===== src/logic/fawp_pkg.sv =====
package fawp_pkg;
   localparam int unsigned CLK_HZ      = 10_000_000;
   localparam int unsigned POR_WAIT_US = 10;
   localparam int unsigned POR_CYC     = POR_WAIT_US * (CLK_HZ / 1_000_000);
   localparam int unsigned POR_W       = $clog2(POR_CYC + 1);

   localparam int unsigned ARRAY_BYTES = 8388608;
   localparam int unsigned SECTORS     = 128;
   localparam int unsigned SUBSECTORS  = 2048;
   localparam int unsigned PAGE_BYTES  = 256;
   localparam int unsigned OTP_BYTES   = 64;
   localparam int unsigned SEC_W       = 7;
   localparam logic [23:0] TOP_ADDR    = 24'h7F_FFFF;
   localparam logic [23:0] SUB_MASK    = 24'hFF_F000;
   localparam logic [23:0] SEC_MASK    = 24'hFF_0000;
   localparam logic [23:0] PAGE_MASK   = 24'hFF_FF00;
   localparam int unsigned SEC_LSB     = 16;
   localparam int unsigned SUB_LSB     = 12;

   localparam logic [7:0] REG_STATUS = 8'h00;
   localparam logic [7:0] REG_CMD    = 8'h04;
   localparam logic [7:0] REG_ADDR   = 8'h08;
   localparam logic [7:0] REG_RESULT = 8'h0C;
   localparam logic [7:0] REG_LOCK   = 8'h10;
   localparam logic [7:0] REG_DATA   = 8'h14;

   localparam int unsigned ST_POK_BIT   = 0;
   localparam int unsigned ST_WEL_BIT   = 1;
   localparam int unsigned ST_BP_LSB    = 2;
   localparam int unsigned ST_TB_BIT    = 6;
   localparam int unsigned CMD_BP_LSB   = 8;
   localparam int unsigned CMD_TB_BIT   = 12;
   localparam int unsigned CMD_LOCK_BIT = 8;
   localparam int unsigned CMD_LDN_BIT  = 9;
   localparam int unsigned CMD_CNT_LSB  = 16;
   localparam int unsigned RES_DONE_BIT = 0;
   localparam int unsigned RES_OK_BIT   = 1;
   localparam int unsigned RES_WHY_LSB  = 4;
   localparam int unsigned DAT_NEW_LSB  = 8;
   localparam int unsigned DAT_MRG_LSB  = 16;

   localparam logic [3:0] BP_RESET = 4'h0;
   localparam logic       TB_RESET = 1'b0;

   typedef enum logic [3:0] {
      OP_WREN  = 4'h0,
      OP_WRDI  = 4'h1,
      OP_PROG  = 4'h2,
      OP_SSE   = 4'h3,
      OP_SE    = 4'h4,
      OP_BE    = 4'h5,
      OP_WRSR  = 4'h6,
      OP_WRLR  = 4'h7,
      OP_OTP   = 4'h8
   } fawp_op_t;

   typedef enum logic [2:0] {
      WHY_OK    = 3'h0,
      WHY_BADOP = 3'h1,
      WHY_POWER = 3'h2,
      WHY_BITS  = 3'h3,
      WHY_WEL   = 3'h4,
      WHY_ADDR  = 3'h5,
      WHY_PROT  = 3'h6,
      WHY_LDOWN = 3'h7
   } fawp_why_t;
endpackage


===== src/logic/fawp_prot_if.sv =====
`timescale 1ns/1ps
interface fawp_prot_if;
   logic [6:0] sector;
   logic       tb;
   logic [3:0] bp;
   logic       hit;
   logic       any;
   modport chk  (input sector, input tb, input bp, output hit, output any);
   modport user (output sector, output tb, output bp, input hit, input any);
endinterface


===== src/logic/fawp_range.sv =====
`timescale 1ns/1ps
module fawp_range (
   fawp_prot_if.chk p
);
   logic [7:0] span;
   logic [7:0] sec8;

   always_comb begin
      span = 8'h01 << 3'(p.bp[2:0] - 3'h1);
      sec8 = {1'b0, p.sector};
      p.any = (p.bp != 4'h0);
      if (p.bp[3]) begin
         p.hit = 1'b1;
      end else if (p.bp[2:0] == 3'h0) begin
         p.hit = 1'b0;
      end else if (p.tb) begin
         p.hit = (sec8 < span);
      end else begin
         p.hit = (sec8 >= 8'(8'h80 - span));
      end
   end
endmodule


===== src/logic/fawp_top.sv =====
`timescale 1ns/1ps
module fawp_top (
   input  wire logic        clk_i,
   input  wire logic        rst_i,
   input  wire logic        supply_ok_i,
   input  wire logic        wb_cyc_i,
   input  wire logic        wb_stb_i,
   input  wire logic        wb_we_i,
   input  wire logic [7:0]  wb_adr_i,
   input  wire logic [3:0]  wb_sel_i,
   input  wire logic [31:0] wb_dat_i,
   output logic      [31:0] wb_dat_o,
   output logic             wb_ack_o,
   output logic             exec_o,
   output logic      [3:0]  exec_op_o,
   output logic      [23:0] exec_addr_o
);
   localparam int unsigned NS = fawp_pkg::SECTORS;

   logic [fawp_pkg::POR_W-1:0] por_cnt;
   logic                       por_done;
   logic                       power_ok;
   logic                       wel;
   logic [3:0]                 bp;
   logic                       tb;
   logic [23:0]                addr;
   logic [15:0]                data;
   logic                       res_done;
   logic                       res_ok;
   logic [2:0]                 res_why;
   logic [NS-1:0]              wlock;
   logic [NS-1:0]              ldown;

   logic                       req;
   logic                       wr_edge;
   logic                       cmd_go;
   logic [3:0]                 op;
   logic [15:0]                pulses;
   logic [6:0]                 sec;
   logic                       modifying;
   logic                       addressed;
   logic                       addr_bad;
   logic                       prot;
   logic [2:0]                 next_why;
   logic                       accept;
   logic [7:0]                 merged;
   logic [23:0]                next_exec_addr;
   logic [31:0]                next_rd;

   fawp_prot_if pif ();

   fawp_range u_range (
      .p (pif.chk)
   );

   assign pif.sector = sec;
   assign pif.tb     = tb;
   assign pif.bp     = bp;

   assign req     = wb_cyc_i & wb_stb_i;
   assign wr_edge = req & wb_ack_o & wb_we_i & wb_sel_i[0];
   assign cmd_go  = wr_edge & (wb_adr_i == fawp_pkg::REG_CMD);
   assign op      = wb_dat_i[3:0];
   assign pulses  = wb_dat_i[fawp_pkg::CMD_CNT_LSB +: 16];
   assign sec     = addr[fawp_pkg::SEC_LSB +: fawp_pkg::SEC_W];
   assign merged  = data[7:0] & data[fawp_pkg::DAT_NEW_LSB +: 8];
   assign power_ok = por_done & supply_ok_i;

   // Power-up timer: holds off all altering commands after reset
   always_ff @(posedge clk_i) begin
      if (rst_i) begin
         por_cnt  <= '0;
         por_done <= 1'b0;
      end else if (!por_done) begin
         if (por_cnt == fawp_pkg::POR_W'(fawp_pkg::POR_CYC - 1)) begin
            por_done <= 1'b1;
         end
         por_cnt <= por_cnt + fawp_pkg::POR_W'(1);
      end
   end

   always_comb begin
      modifying = 1'b1;
      addressed = 1'b0;
      addr_bad  = 1'b0;
      prot      = 1'b0;
      unique case (op)
         fawp_pkg::OP_WREN, fawp_pkg::OP_WRDI: begin
            modifying = 1'b0;
         end
         fawp_pkg::OP_PROG, fawp_pkg::OP_SSE, fawp_pkg::OP_SE: begin
            addressed = 1'b1;
            addr_bad  = (addr > fawp_pkg::TOP_ADDR);
            prot      = wlock[sec] | pif.hit;
         end
         fawp_pkg::OP_BE: begin
            prot = (|wlock) | pif.any;
         end
         fawp_pkg::OP_OTP: begin
            addressed = 1'b1;
            addr_bad  = (addr >= 24'(fawp_pkg::OTP_BYTES));
         end
         default: begin
         end
      endcase
   end

   always_comb begin
      if (op > fawp_pkg::OP_OTP) begin
         next_why = fawp_pkg::WHY_BADOP;
      end else if (modifying && !power_ok) begin
         next_why = fawp_pkg::WHY_POWER;
      end else if (modifying && pulses[2:0] != 3'h0) begin
         next_why = fawp_pkg::WHY_BITS;
      end else if (modifying && !wel) begin
         next_why = fawp_pkg::WHY_WEL;
      end else if (addressed && addr_bad) begin
         next_why = fawp_pkg::WHY_ADDR;
      end else if (prot) begin
         next_why = fawp_pkg::WHY_PROT;
      end else if (op == fawp_pkg::OP_WRLR && ldown[sec]) begin
         next_why = fawp_pkg::WHY_LDOWN;
      end else begin
         next_why = fawp_pkg::WHY_OK;
      end
   end

   assign accept = cmd_go & (next_why == fawp_pkg::WHY_OK);

   always_comb begin
      unique case (op)
         fawp_pkg::OP_SSE: next_exec_addr = addr & fawp_pkg::SUB_MASK;
         fawp_pkg::OP_SE:  next_exec_addr = addr & fawp_pkg::SEC_MASK;
         fawp_pkg::OP_BE:  next_exec_addr = 24'h00_0000;
         default:          next_exec_addr = addr;
      endcase
   end

   // Write-enable latch
   always_ff @(posedge clk_i) begin
      if (rst_i) begin
         wel <= 1'b0;
      end else if (cmd_go && op == fawp_pkg::OP_WREN) begin
         wel <= 1'b1;
      end else if (cmd_go && op == fawp_pkg::OP_WRDI) begin
         wel <= 1'b0;
      end else if (accept) begin
         wel <= 1'b0;
      end
   end

   // Block-protect range and top/bottom select
   always_ff @(posedge clk_i) begin
      if (rst_i) begin
         bp <= fawp_pkg::BP_RESET;
         tb <= fawp_pkg::TB_RESET;
      end else if (accept && op == fawp_pkg::OP_WRSR) begin
         bp <= wb_dat_i[fawp_pkg::CMD_BP_LSB +: 4];
         tb <= wb_dat_i[fawp_pkg::CMD_TB_BIT];
      end
   end

   // Per-sector volatile lock bits
   for (genvar i = 0; i < NS; i++) begin : g_lock
      always_ff @(posedge clk_i) begin
         if (rst_i) begin
            wlock[i] <= 1'b0;
            ldown[i] <= 1'b0;
         end else if (accept && op == fawp_pkg::OP_WRLR && sec == 7'(i)) begin
            wlock[i] <= wb_dat_i[fawp_pkg::CMD_LOCK_BIT];
            ldown[i] <= wb_dat_i[fawp_pkg::CMD_LDN_BIT];
         end
      end
   end

   // Address and data holding registers
   always_ff @(posedge clk_i) begin
      if (rst_i) begin
         addr <= 24'h00_0000;
         data <= 16'h0000;
      end else if (wr_edge && wb_adr_i == fawp_pkg::REG_ADDR) begin
         addr <= wb_dat_i[23:0];
      end else if (wr_edge && wb_adr_i == fawp_pkg::REG_DATA) begin
         data <= wb_dat_i[15:0];
      end
   end

   // Verdict of the last command
   always_ff @(posedge clk_i) begin
      if (rst_i) begin
         res_done <= 1'b0;
         res_ok   <= 1'b0;
         res_why  <= fawp_pkg::WHY_OK;
      end else if (cmd_go) begin
         res_done <= 1'b1;
         res_ok   <= (next_why == fawp_pkg::WHY_OK);
         res_why  <= next_why;
      end
   end

   // Go pulse to the array engine; rejected commands never reach it
   always_ff @(posedge clk_i) begin
      if (rst_i) begin
         exec_o      <= 1'b0;
         exec_op_o   <= 4'h0;
         exec_addr_o <= 24'h00_0000;
      end else begin
         exec_o <= accept & modifying & (op != fawp_pkg::OP_WRSR) & (op != fawp_pkg::OP_WRLR);
         if (accept) begin
            exec_op_o   <= op;
            exec_addr_o <= next_exec_addr;
         end
      end
   end

   always_comb begin
      next_rd = 32'h0000_0000;
      unique case (wb_adr_i)
         fawp_pkg::REG_STATUS: begin
            next_rd[fawp_pkg::ST_POK_BIT]    = power_ok;
            next_rd[fawp_pkg::ST_WEL_BIT]    = wel;
            next_rd[fawp_pkg::ST_BP_LSB +: 4] = bp;
            next_rd[fawp_pkg::ST_TB_BIT]     = tb;
         end
         fawp_pkg::REG_ADDR: begin
            next_rd[23:0] = addr;
         end
         fawp_pkg::REG_RESULT: begin
            next_rd[fawp_pkg::RES_DONE_BIT]    = res_done;
            next_rd[fawp_pkg::RES_OK_BIT]      = res_ok;
            next_rd[fawp_pkg::RES_WHY_LSB +: 3] = res_why;
         end
         fawp_pkg::REG_LOCK: begin
            next_rd[1:0] = {ldown[sec], wlock[sec]};
         end
         fawp_pkg::REG_DATA: begin
            next_rd[15:0]                      = data;
            next_rd[fawp_pkg::DAT_MRG_LSB +: 8] = merged;
         end
         default: begin
         end
      endcase
   end

   // Wishbone slave: one wait state, ack for every address
   always_ff @(posedge clk_i) begin
      if (rst_i) begin
         wb_ack_o <= 1'b0;
         wb_dat_o <= 32'h0000_0000;
      end else begin
         wb_ack_o <= req & ~wb_ack_o;
         if (req && !wb_ack_o) begin
            wb_dat_o <= next_rd;
         end
      end
   end
endmodule


===== config.mk =====
export PLATFORM = sky130hd
export DESIGN_NAME = fawp_top
export DESIGN_NICKNAME = d
export VERILOG_FILES = /design/src/logic/fawp_pkg.sv /design/src/logic/fawp_prot_if.sv /design/src/logic/fawp_range.sv /design/src/logic/fawp_top.sv
export SDC_FILE = /design/constraint.sdc
export NUM_CORES = 1
export LEC_CHECK = 0
export BUFFER_PORTS_ARGS = -buffer_cell sky130_fd_sc_hd__buf_4
export CAP_MARGIN = 30
export CORE_UTILIZATION = 40
export CTS_BUF_LIST = sky130_fd_sc_hd__clkbuf_8
export CTS_CLUSTER_DIAMETER = 60
export DETAILED_ROUTE_END_ITERATION = 7
export GPL_ROUTABILITY_DRIVEN = 0
export GPL_TIMING_DRIVEN = 0
export REMOVE_ABC_BUFFERS = 1
export SLEW_MARGIN = 5
export SYNTH_ARGS = -nofsm -noshare
export SYNTH_HDL_FRONTEND = slang
export SYNTH_SLANG_ARGS = --single-unit

===== constraint.sdc =====
create_clock -name clk_i -period 5.27 [get_ports clk_i]
set_input_delay 0.7905 -clock clk_i [delete_from_list [all_inputs] [get_ports clk_i]]
set_output_delay 0.7905 -clock clk_i [all_outputs]
set_load 0.1 [all_outputs]

# Yosys cells after proc, flatten, opt, wreduce, memory -nomap -nowiden
# Index checks and enable logic that the tools add are counted.
# W data, S select, Z words.
dict set report classes {
  reduce_logical 156
  addsub 3
  n_shift 1
  magnitude_cmp 6
  n_mux 28
  n_bitwise 16
  n_eq_ne 143
}
# cell n
set op_table {}
lappend op_table {{$eq A7 B7 Y1 const B} 65}
lappend op_table {{$eq A7 B6 Y1 const B} 32}
lappend op_table {{$logic_and A1 B1 Y1} 140}
lappend op_table {{$reduce_or A128 Y1} 1}
lappend op_table {{$eq A7 B5 Y1 const B} 16}
lappend op_table {{$pmux W24 S3} 1}
lappend op_table {{$eq A7 B4 Y1 const B} 8}
lappend op_table {{$pmux W17 S2} 1}
lappend op_table {{$eq A7 B3 Y1 const B} 4}
lappend op_table {{$ge A24 B7 Y1 const B} 1}
lappend op_table {{$gt A24 B23 Y1 const B} 1}
lappend op_table {{$mux W3} 7}
lappend op_table {{$eq A4 B3 Y1 const B} 4}
lappend op_table {{$eq A8 B4 Y1 const B} 2}
lappend op_table {{$eq A8 B5 Y1 const B} 2}
lappend op_table {{$bmux W1 S7} 2}
lappend op_table {{$eq A7 B2 Y1 const B} 2}
lappend op_table {{$mux W1} 12}
lappend op_table {{$pmux W3 S4} 1}
lappend op_table {{$and A1 B1 Y1} 11}
lappend op_table {{$pmux W2 S5} 1}
lappend op_table {{$and A8 B8 Y8} 1}
lappend op_table {{$eq A4 B2 Y1 const B} 2}
lappend op_table {{$eq A8 B3 Y1 const B} 1}
lappend op_table {{27 further kinds} 35}
dict set report totals {
  inputBits 50
  elab_cells 624
  regBits 369
}

# Depth between registers and ports, before layout
# Gate-level depths: netlist of run 1.
dict set report logic_depth {
  depth_word 20
  depth_mapped 20
}

# Hierarchy
# Synthesis of run 1 repeated with hierarchy kept, for this count alone.
dict set report unflattened {
  cells_unflattened 2128
  hier_area_um2 18836.8
}
# mod cells_per_inst n_inst area_each_um2
set modules_own_cells {}
lappend modules_own_cells {fawp_top 2060 1 18291.3}
lappend modules_own_cells {fawp_range 68 1 545.5}

# Worst setup path after synthesis of run 1
# No wires, ideal clock.
dict set report synth_timing {
  path_type {register -> register}
  startpoint {reg bp[1]}
  endpoint {reg ldown[10]}
  slack_ps 1616
  stages_incl_launch_ff 17
  arrival_ps 3578
  setup_ps 76
  period_less_slack_ps 3654
  cell_sequence {dfxtp_1 -> inv_1 -> or3_1 -> ha_1 -> nand2b_1 -> o22ai_1 -> ha_1 -> a2111oi_0 -> a21oi_1 -> nor4_1 -> a311oi_1 -> or4b_1 -> buf_2 -> buf_6 -> buf_6 -> buf_6 -> o22ai_2}
}
dict set report synth_between {
  elab_chain_len 19
}
# item line_no
set synth_rtl {}
lappend synth_rtl {{start, declared} fawp_top.sv:24} ;# logic [3:0] bp;
lappend synth_rtl {{start signal, assigned} fawp_top.sv:155} ;# bp <= fawp_pkg::BP_RESET;
lappend synth_rtl {{start signal, assigned} fawp_top.sv:158} ;# bp <= wb_dat_i[fawp_pkg::CMD_BP_LSB +: 4];
lappend synth_rtl {{$sub A3 B1 Y3} fawp_range.sv:9} ;# span = 8'h01 << 3'(p.bp[2:0] - 3'h1);
lappend synth_rtl {{$shl A1 B3 Y8} fawp_range.sv:9}
lappend synth_rtl {{$sub A8 B8 Y8} fawp_range.sv:19} ;# p.hit = (sec8 >= 8'(8'h80 - span));
lappend synth_rtl {{$ge A7 B8 Y1} fawp_range.sv:19}
lappend synth_rtl {{$mux W1} fawp_range.sv:16} ;# end else if (p.tb) begin
lappend synth_rtl {{$mux W1} fawp_range.sv:14} ;# end else if (p.bp[2:0] == 3'h0) begin
lappend synth_rtl {{$mux W1} fawp_range.sv:12} ;# if (p.bp[3]) begin
lappend synth_rtl {{$or A1 B1 Y1} fawp_top.sv:94} ;# prot = wlock[sec] | pif.hit;
lappend synth_rtl {{(+2 left out)} --}
lappend synth_rtl {{$mux W3 (*)} fawp_top.sv:117} ;# end else if (addressed && addr_bad) begin
lappend synth_rtl {{$mux W3 (*)} fawp_top.sv:115} ;# end else if (modifying && !wel) begin
lappend synth_rtl {{$mux W3 (*)} fawp_top.sv:113} ;# end else if (modifying && pulses[2:0] != 3'h0) begin
lappend synth_rtl {{$mux W3 (*)} fawp_top.sv:111} ;# end else if (modifying && !power_ok) begin
lappend synth_rtl {{$mux W3 (*)} fawp_top.sv:109} ;# if (op > fawp_pkg::OP_OTP) begin
lappend synth_rtl {{$logic_not A3 Y1 (*)} fawp_top.sv:128} ;# assign accept = cmd_go & (next_why == fawp_pkg::WHY_OK);
lappend synth_rtl {{$and A1 B1 Y1 (*)} fawp_top.sv:128}
lappend synth_rtl {{$logic_and A1 B1 Y1 (*) (2 in a row)} fawp_top.sv:169} ;# end else if (accept && op == fawp_pkg::OP_WRLR && sec == 7'(i)) begin
lappend synth_rtl {{end signal, assigned by index} fawp_top.sv:171} ;# ldown[i] <= wb_dat_i[fawp_pkg::CMD_LDN_BIT];
lappend synth_rtl {{end, declared} fawp_top.sv:32} ;# logic [NS-1:0] ldown;
# Mark *: on every way between the ends. The rest lies on a longest branch, timed or not.
# A chain may end at the register's enable or synchronous reset.

# Final worst setup path of run 1
dict set report layout_timing {
  startpoint {reg bp[1]}
  endpoint {reg ldown[49]}
}
# The elaborated chain is that of the path after synthesis.

==> run metrics, run 1 <==
internal power about 4400 uW; Initial Util about two fifths; Worst R2R Start bp[1]; Worst Path Arrival 5140 ps; count of final setup violators 0; R2R depth 13; Syn. warnings 0; drt total wl 59600 microns; dpl hpwl about 40000 microns; Netlist cell types between 60 and 70; gr usage total 24.4%; register share of total power between 40% and 50%; Worst IR Drop VDD 0.195 mV; WHS Endpoint addr[16]; Hold Path Depth 3; Net Sw Frac 25.3%; fillers 4466; f_max 219 MHz; num ports about 110; drt pass-1 iters 7; setup TNS 0 ps; Max transition margin 34.8%; routed len/inst 20.4 microns; status finished, violations left; asr flop ratio synth 0%; Slew @ Worst Pin 970 ps; largest net degree at the start of global routing about 160; Worst Setup SP bp[1]; top cell type's share of synthesized area 38.7%; die height between 200 and 250 microns; RSZ-0062 raised after global routing no; post-cts repair resize count 0; post-route ant nets 0; Post-Synthesis Cells 2266; Root Buffer Master clkbuf_8; Final min period around 4600 ps; number of max-cap violations 0; final cell count without fillers between 2000 and 3000; final-report hold violation count 0; Chip Width 221 microns; H-tree Lvls 3; drt drc 11; Comb pwr share 5.3%; Critical path buffers and inverters 2; failing checks design-rule violations; Starting DRT DRC Count 1571; area leader, netlist dfxtp_1; slowest cell on the critical path or4b_4; worst clock skew 34.0 ps; first-pass GRT wire length 92400 microns; postcts setup bufs 0; die area 48700 sq um; Clock Latency Late Sink 660 ps; Post-Syn Area per Cell 8.43 sq um; clock buffer depth 3; FP Rows just under 80; CTS tree built; Synth Flop Type dfxtp_1; crit-path max FO 75; total CTS buffers 67; hold buffer count at CTS 0; P_leak 0.00796 uW; layout cells sized above 1 12.7%; EDFF count, synth 0; via count 16800; CP delay by family, top simple AND/OR/NAND/NOR gates; endpoint class of the critical path register; final design utilization approximately 47%; crit path launch type register; Layout area overhead 14.1%; vias in the first global route 16100; min-delay worst type in -> reg; port bufs between 90 and 100; final hold slack 395 ps; Psw 1480 uW; vias per inst between 5 and 6; crit path cell chain inv_1 -> or3_1 -> ha_1 -> nand2b_1 -> o22ai_1 -> ha_1 -> a2111oi_0 -> a21oi_1 -> nor4_1 -> a311oi_1 -> or4b_4 -> buf_16 -> o21ai_0; Hold Startpoint wb_dat_i[16]; sequential area share after synthesis 38.7%; Layout Nets roughly 2300; clk sinks 369; power per cell area 268 nW/um^2; reg-to-reg endpoint ldown[49]; initial antenna violation count 0; number of synthesized register bits 369; top cells by area, synth dfxtp_1 39%, mux2i_1 13%, nand2b_1 7.6%; synthesized cell area 19100 sq um; period utilization slightly below 90%; Reg clk slew, reported paths ~60 ps; Core ar. 46900 sq um; most frequent CP cell ha_1; max incr delay on CP 840 ps; total grt overflow 0; clock group share of total power 46.7%; n_diodes 0; DP Cell Count 2800; Slew Limit Fails 0; Setup Crit Path Kind reg -> reg; Data required, critical path 5850 ps; r2r setup slk 710 ps
-- layout by cell type (no fill, tap or decap), drive strengths merged, types with 8 or more instances in the layout --
cell and instances:
a211oi 14, dfxtp 369, a221oi 11, nand3 34, conb 8, mux2i 256, ha 18, buf 130
mux4 18, o21ai 68, nand4 144, nor2b 18, inv 102, nand2 280, a22oi 36, clkinv 8
nand3b 10, o22ai 71, a32oi 8, a21oi 54, clkbuf 80, nor4 42, or3 20, nand2b 233
nor3 36, nor2 155
-- cell families after synthesis --
group,share of synthesized area (%)
AND/OR/NAND/NOR,26.7
flip-flops,38.7
AO/OA/AOI/OAI,11.0
buffers and inverters,6.47
multiplexers,15.6
adder cells (fa/ha/maj),1.18
XOR/XNOR,0.367
other,0.0196
-- cell usage after synthesis (19+ instances only) --
library cell  number
dfxtp_1          369
nand2_1          280
mux2i_1          256
nand2b_1         233
nor2_1           155
clkbuf_1         147
nand4_1          144
inv_1             79
o21ai_0           68
a21oi_1           53
o22ai_1           52
nor4_1            42
a22oi_1           36
nor3_1            36
nand3_1           34
buf_2             23
or3_1             20
o22ai_2           19
-- worst reg2reg max path: cells and delay by family, from the launching register on --
kind                       cells  cell delay, ps
buffers and inverters          2             490
adders and majority gates      2             530
AOI/OAI and AO/OA              5            1280
DFF                            1             490
and+or+nand+nor                4            1700
-- power groups by stage --
stage / combinational, uW / clock, uW / sequential, uW
after floorplan: 106 / 0 / 2940
after global placement: 299 / 0 / 2870
after detailed placement: 307 / 0 / 2870
after CTS: 307 / 2790 / 2810
after global routing: 325 / 2920 / 2810
final: 309 / 2740 / 2810
-- sequential cells by signal, indices dropped and copies added (netlist names), 3 cells and up --
register     cells
wlock          128
res_why          3
data            16
addr            24
exec_op_o        4
wb_dat_o        24
exec_addr_o     24
por_cnt          7
ldown          128
bp               4
-- stage by stage --
stage | area (sq um) | setup slack [ps] | power [uW]
2_1_floorplan | 18200 | -7810 | 3050
3_3_place_gp | 19700 | -15060 | 3170
3_5_place_dp | 20500 | 422 | 3180
4_1_cts | 21800 | 405 | 5910
5_1_grt | 21800 | 427 | 6060
6_report | 21800 | 709 | 5850
-- how the worst max path moves through the flow --
stage,to,cells after the start
2_1_floorplan,wlock[100],8
3_3_place_gp,wlock[9],8
3_5_place_dp,ldown[47],9
4_1_cts,ldown[52],9
5_1_grt,ldown[117],13
6_report,ldown[49],13
-- layout make-up --
cell class | count | area (sq um) | share of cell area, %
inverters | 80 | 300 | 1.38
clock inverters | 33 | 225 | 1.03
multi-input cells | 1615 | 10600 | 48.6
repair buffers | 130 | 1440 | 6.58
flip-flops and latches | 369 | 7400 | 33.9
clock buffers | 80 | 1100 | 5.05
well taps | 607 | 759 | 3.48
-- routing by layer --
layer	wire, microns	GRT usage [%]	vias to the layer above
met2	26600	37.2	609
met4	1900	9.20	0
li1	-	-	7979
met1	26700	33.5	8043
met5	0	0	-
met3	4450	5.55	131
Note: power is estimated with default switching activity, not from simulation.
==> inputs of run 2 (changes only) <==
--- a/config.mk
+++ b/config.mk
@@ -13,6 +13,8 @@
 export DETAILED_ROUTE_END_ITERATION = 7
 export GPL_ROUTABILITY_DRIVEN = 0
 export GPL_TIMING_DRIVEN = 0
+export HOLD_SLACK_MARGIN = 0.03
+export MAX_ROUTING_LAYER = met4
 export REMOVE_ABC_BUFFERS = 1
 export SLEW_MARGIN = 5
 export SYNTH_ARGS = -nofsm -noshare
==> run 2 against run 1 <==
Effect of this change: the run still ends with design-rule violations left; register-to-register slack hardly changed; setup slack about the same; die area unchanged; via count increased by 0.43%; non-clock buffer count stayed put; critical endpoint is now ldown[109]; maximum frequency about the same; combinational power is essentially flat; global-route usage is 0.69 points higher; total power rose by 0.18%; clock power about the same; critical path depth stayed put.
==> run metrics, run 2 (synthesized netlist as in run 1, its figures left out) <==
via count 16800 (about the same); Slew @ Worst Pin 1000 ps (was 970 ps); max incr delay on CP 830 ps (was 840 ps); final-report hold violation count 0 (unchanged); gr usage total 25.1% (was 24.4%); Core ar. 46900 sq um (unchanged); initial antenna violation count 0 (unchanged); total grt overflow 0 (unchanged); FP Rows 79 (unchanged); Psw 1490 uW (was 1480 uW); Net Sw Frac 25.5% (was 25.3%); drt pass-1 iters 7 (unchanged); die height 221 microns (unchanged); Critical path buffers and inverters 2 (unchanged); fillers 4466 (unchanged); largest net degree at the start of global routing 161 (unchanged); Reg clk slew, reported paths 60 ps (about the same); Hold Startpoint wb_dat_i[21] (was wb_dat_i[16]); Layout area overhead 14.1% (unchanged); num ports 112 (unchanged); drt total wl 59700 microns (was 59600 microns); hold buffer count at CTS 0 (unchanged); clock buffer depth 3 (unchanged); die area 48700 sq um (unchanged); Data required, critical path 5830 ps (was 5850 ps); Worst IR Drop VDD 0.196 mV (was 0.195 mV); clk sinks 369 (unchanged); Starting DRT DRC Count 1529 (was 1571); H-tree Lvls 3 (unchanged); CP delay by family, top simple AND/OR/NAND/NOR gates (unchanged); count of final setup violators 0 (unchanged); layout cells sized above 1 12.7% (unchanged); biggest regs ldown x128, wlock x128 (unchanged); RSZ-0062 raised after global routing no (unchanged); total CTS buffers 67 (unchanged); Root Buffer Master clkbuf_8 (unchanged); first-pass GRT wire length 92300 microns (was 92400 microns); failing checks design-rule violations (unchanged); Slew Limit Fails 0 (unchanged); slowest cell on the critical path or4b_4 (unchanged); worst clock skew 36.2 ps (was 34.0 ps); Worst Path Arrival 5120 ps (was 5140 ps); min-delay worst type in -> reg (unchanged); most frequent CP cell ha_1 (unchanged); vias per inst 5.78 (was 5.75); Worst Setup SP bp[1] (unchanged); routed len/inst 20.5 microns (was 20.4 microns); commonest non-fill, non-tap cell in the layout dfxtp_1 (unchanged); post-route ant nets 0 (unchanged); CTS tree built (unchanged); crit path cell chain inv_1 -> or3_1 -> ha_1 -> nand2b_1 -> o22ai_1 -> ha_1 -> a2111oi_0 -> a21oi_1 -> nor4_1 -> a311oi_1 -> or4b_4 -> buf_16 -> o21ai_0 (unchanged); dpl hpwl 39700 microns (unchanged); postcts setup bufs 0 (unchanged); n_diodes 0 (unchanged); period utilization 86.5% (about the same); Max transition margin 32.6% (was 34.8%); vias in the first global route 16100 (unchanged); number of max-cap violations 0 (unchanged); drt drc 11 (unchanged); internal power 4370 uW (about the same); Layout Nets 2331 (unchanged); Comb pwr share 5.3% (about the same); crit-path max FO 75 (unchanged); f_max 219 MHz (about the same); most frequent cells in the layout 364 x dfxtp_1, 280 x nand2_1, 256 x mux2i_1 (unchanged); Initial Util 40.8% (unchanged); Setup Crit Path Kind reg -> reg (unchanged); clock group share of total power 46.8% (was 46.7%); Final min period 4560 ps (about the same); post-cts repair resize count 0 (unchanged); endpoint class of the critical path register (unchanged); status finished, violations left (unchanged); register share of total power 47.9% (was 48.0%); P_leak 0.00796 uW (unchanged); port bufs 92 (unchanged); Chip Width 221 microns (unchanged); setup TNS 0 ps (unchanged); power per cell area 269 nW/um^2 (was 268 nW/um^2); Clock Latency Late Sink 660 ps (about the same); crit path launch type register (unchanged); Worst R2R Start bp[1] (unchanged); final cell count without fillers 2914 (unchanged); DP Cell Count 2800 (unchanged)
==> run 2: metrics by stage <==
| step | setup WS, ps | cell area [sq um] | hold slack (ps) | util (%) | total power (uW) |
|---|---|---|---|---|---|
| 5_1_grt | 423 | 21800 | 358 | 46.6 | 6060 |
| 2_1_floorplan | -7810 | 18200 | 425 | - | 3050 |
| 4_1_cts | 405 | 21800 | 356 | 46.5 | 5910 |
| 6_report | 709 | 21800 | 395 | 46.6 | 5860 |
| 3_3_place_gp | -15060 | 19700 | 442 | 41.9 | 3170 |
| 3_5_place_dp | 422 | 20500 | 448 | 43.7 | 3180 |
==> run 2: final timing paths <==
| path | endpoint | slack [ps] | depth (start not counted) |
|---|---|---|---|
| setup / recovery | ldown[109] | 710 | 13 |
| setup reg to reg | ldown[109] | 710 | 13 |
| hold / removal | addr[21] | 390 | 3 |
| hold reg to reg | ldown[119] | 460 | 2 |
==> run 2: routing by layer <==
layer	share of wire (%)	vias to the layer above	wire [microns]	global-route usage [%]
met3	7.2	126	4280	5.55
met4	3.2	0	1900	9.20
met1	45	8130	26800	33.2
met5	0	-	0	-
li1	-	7966	-	-
met2	45	612	26700	37.3
==> run 2: final cells by class <==
class                      count  area (sq um)  area share, %
multi-input combinational   1615         10600           48.6
sequential                   369          7400           33.9
timing repair buffer         130          1440           6.58
clock buffer                  80          1100           5.05
tap                          607           759           3.48
inverter                      80           300           1.38
clock inverter                33           225           1.03
==> run 2: power groups by stage <==
stage	combinational [uW]	clock, uW	sequential (uW)
final	309	2740	2810
after global routing	325	2920	2810
after CTS	307	2790	2810
after detailed placement	307	0	2870
after global placement	299	0	2870
after floorplan	106	0	2940
==> run 2: worst min-delay path, stage by stage <==
cell and delay (ps):
buf_4 110, nand2_1 40, a21oi_1 50
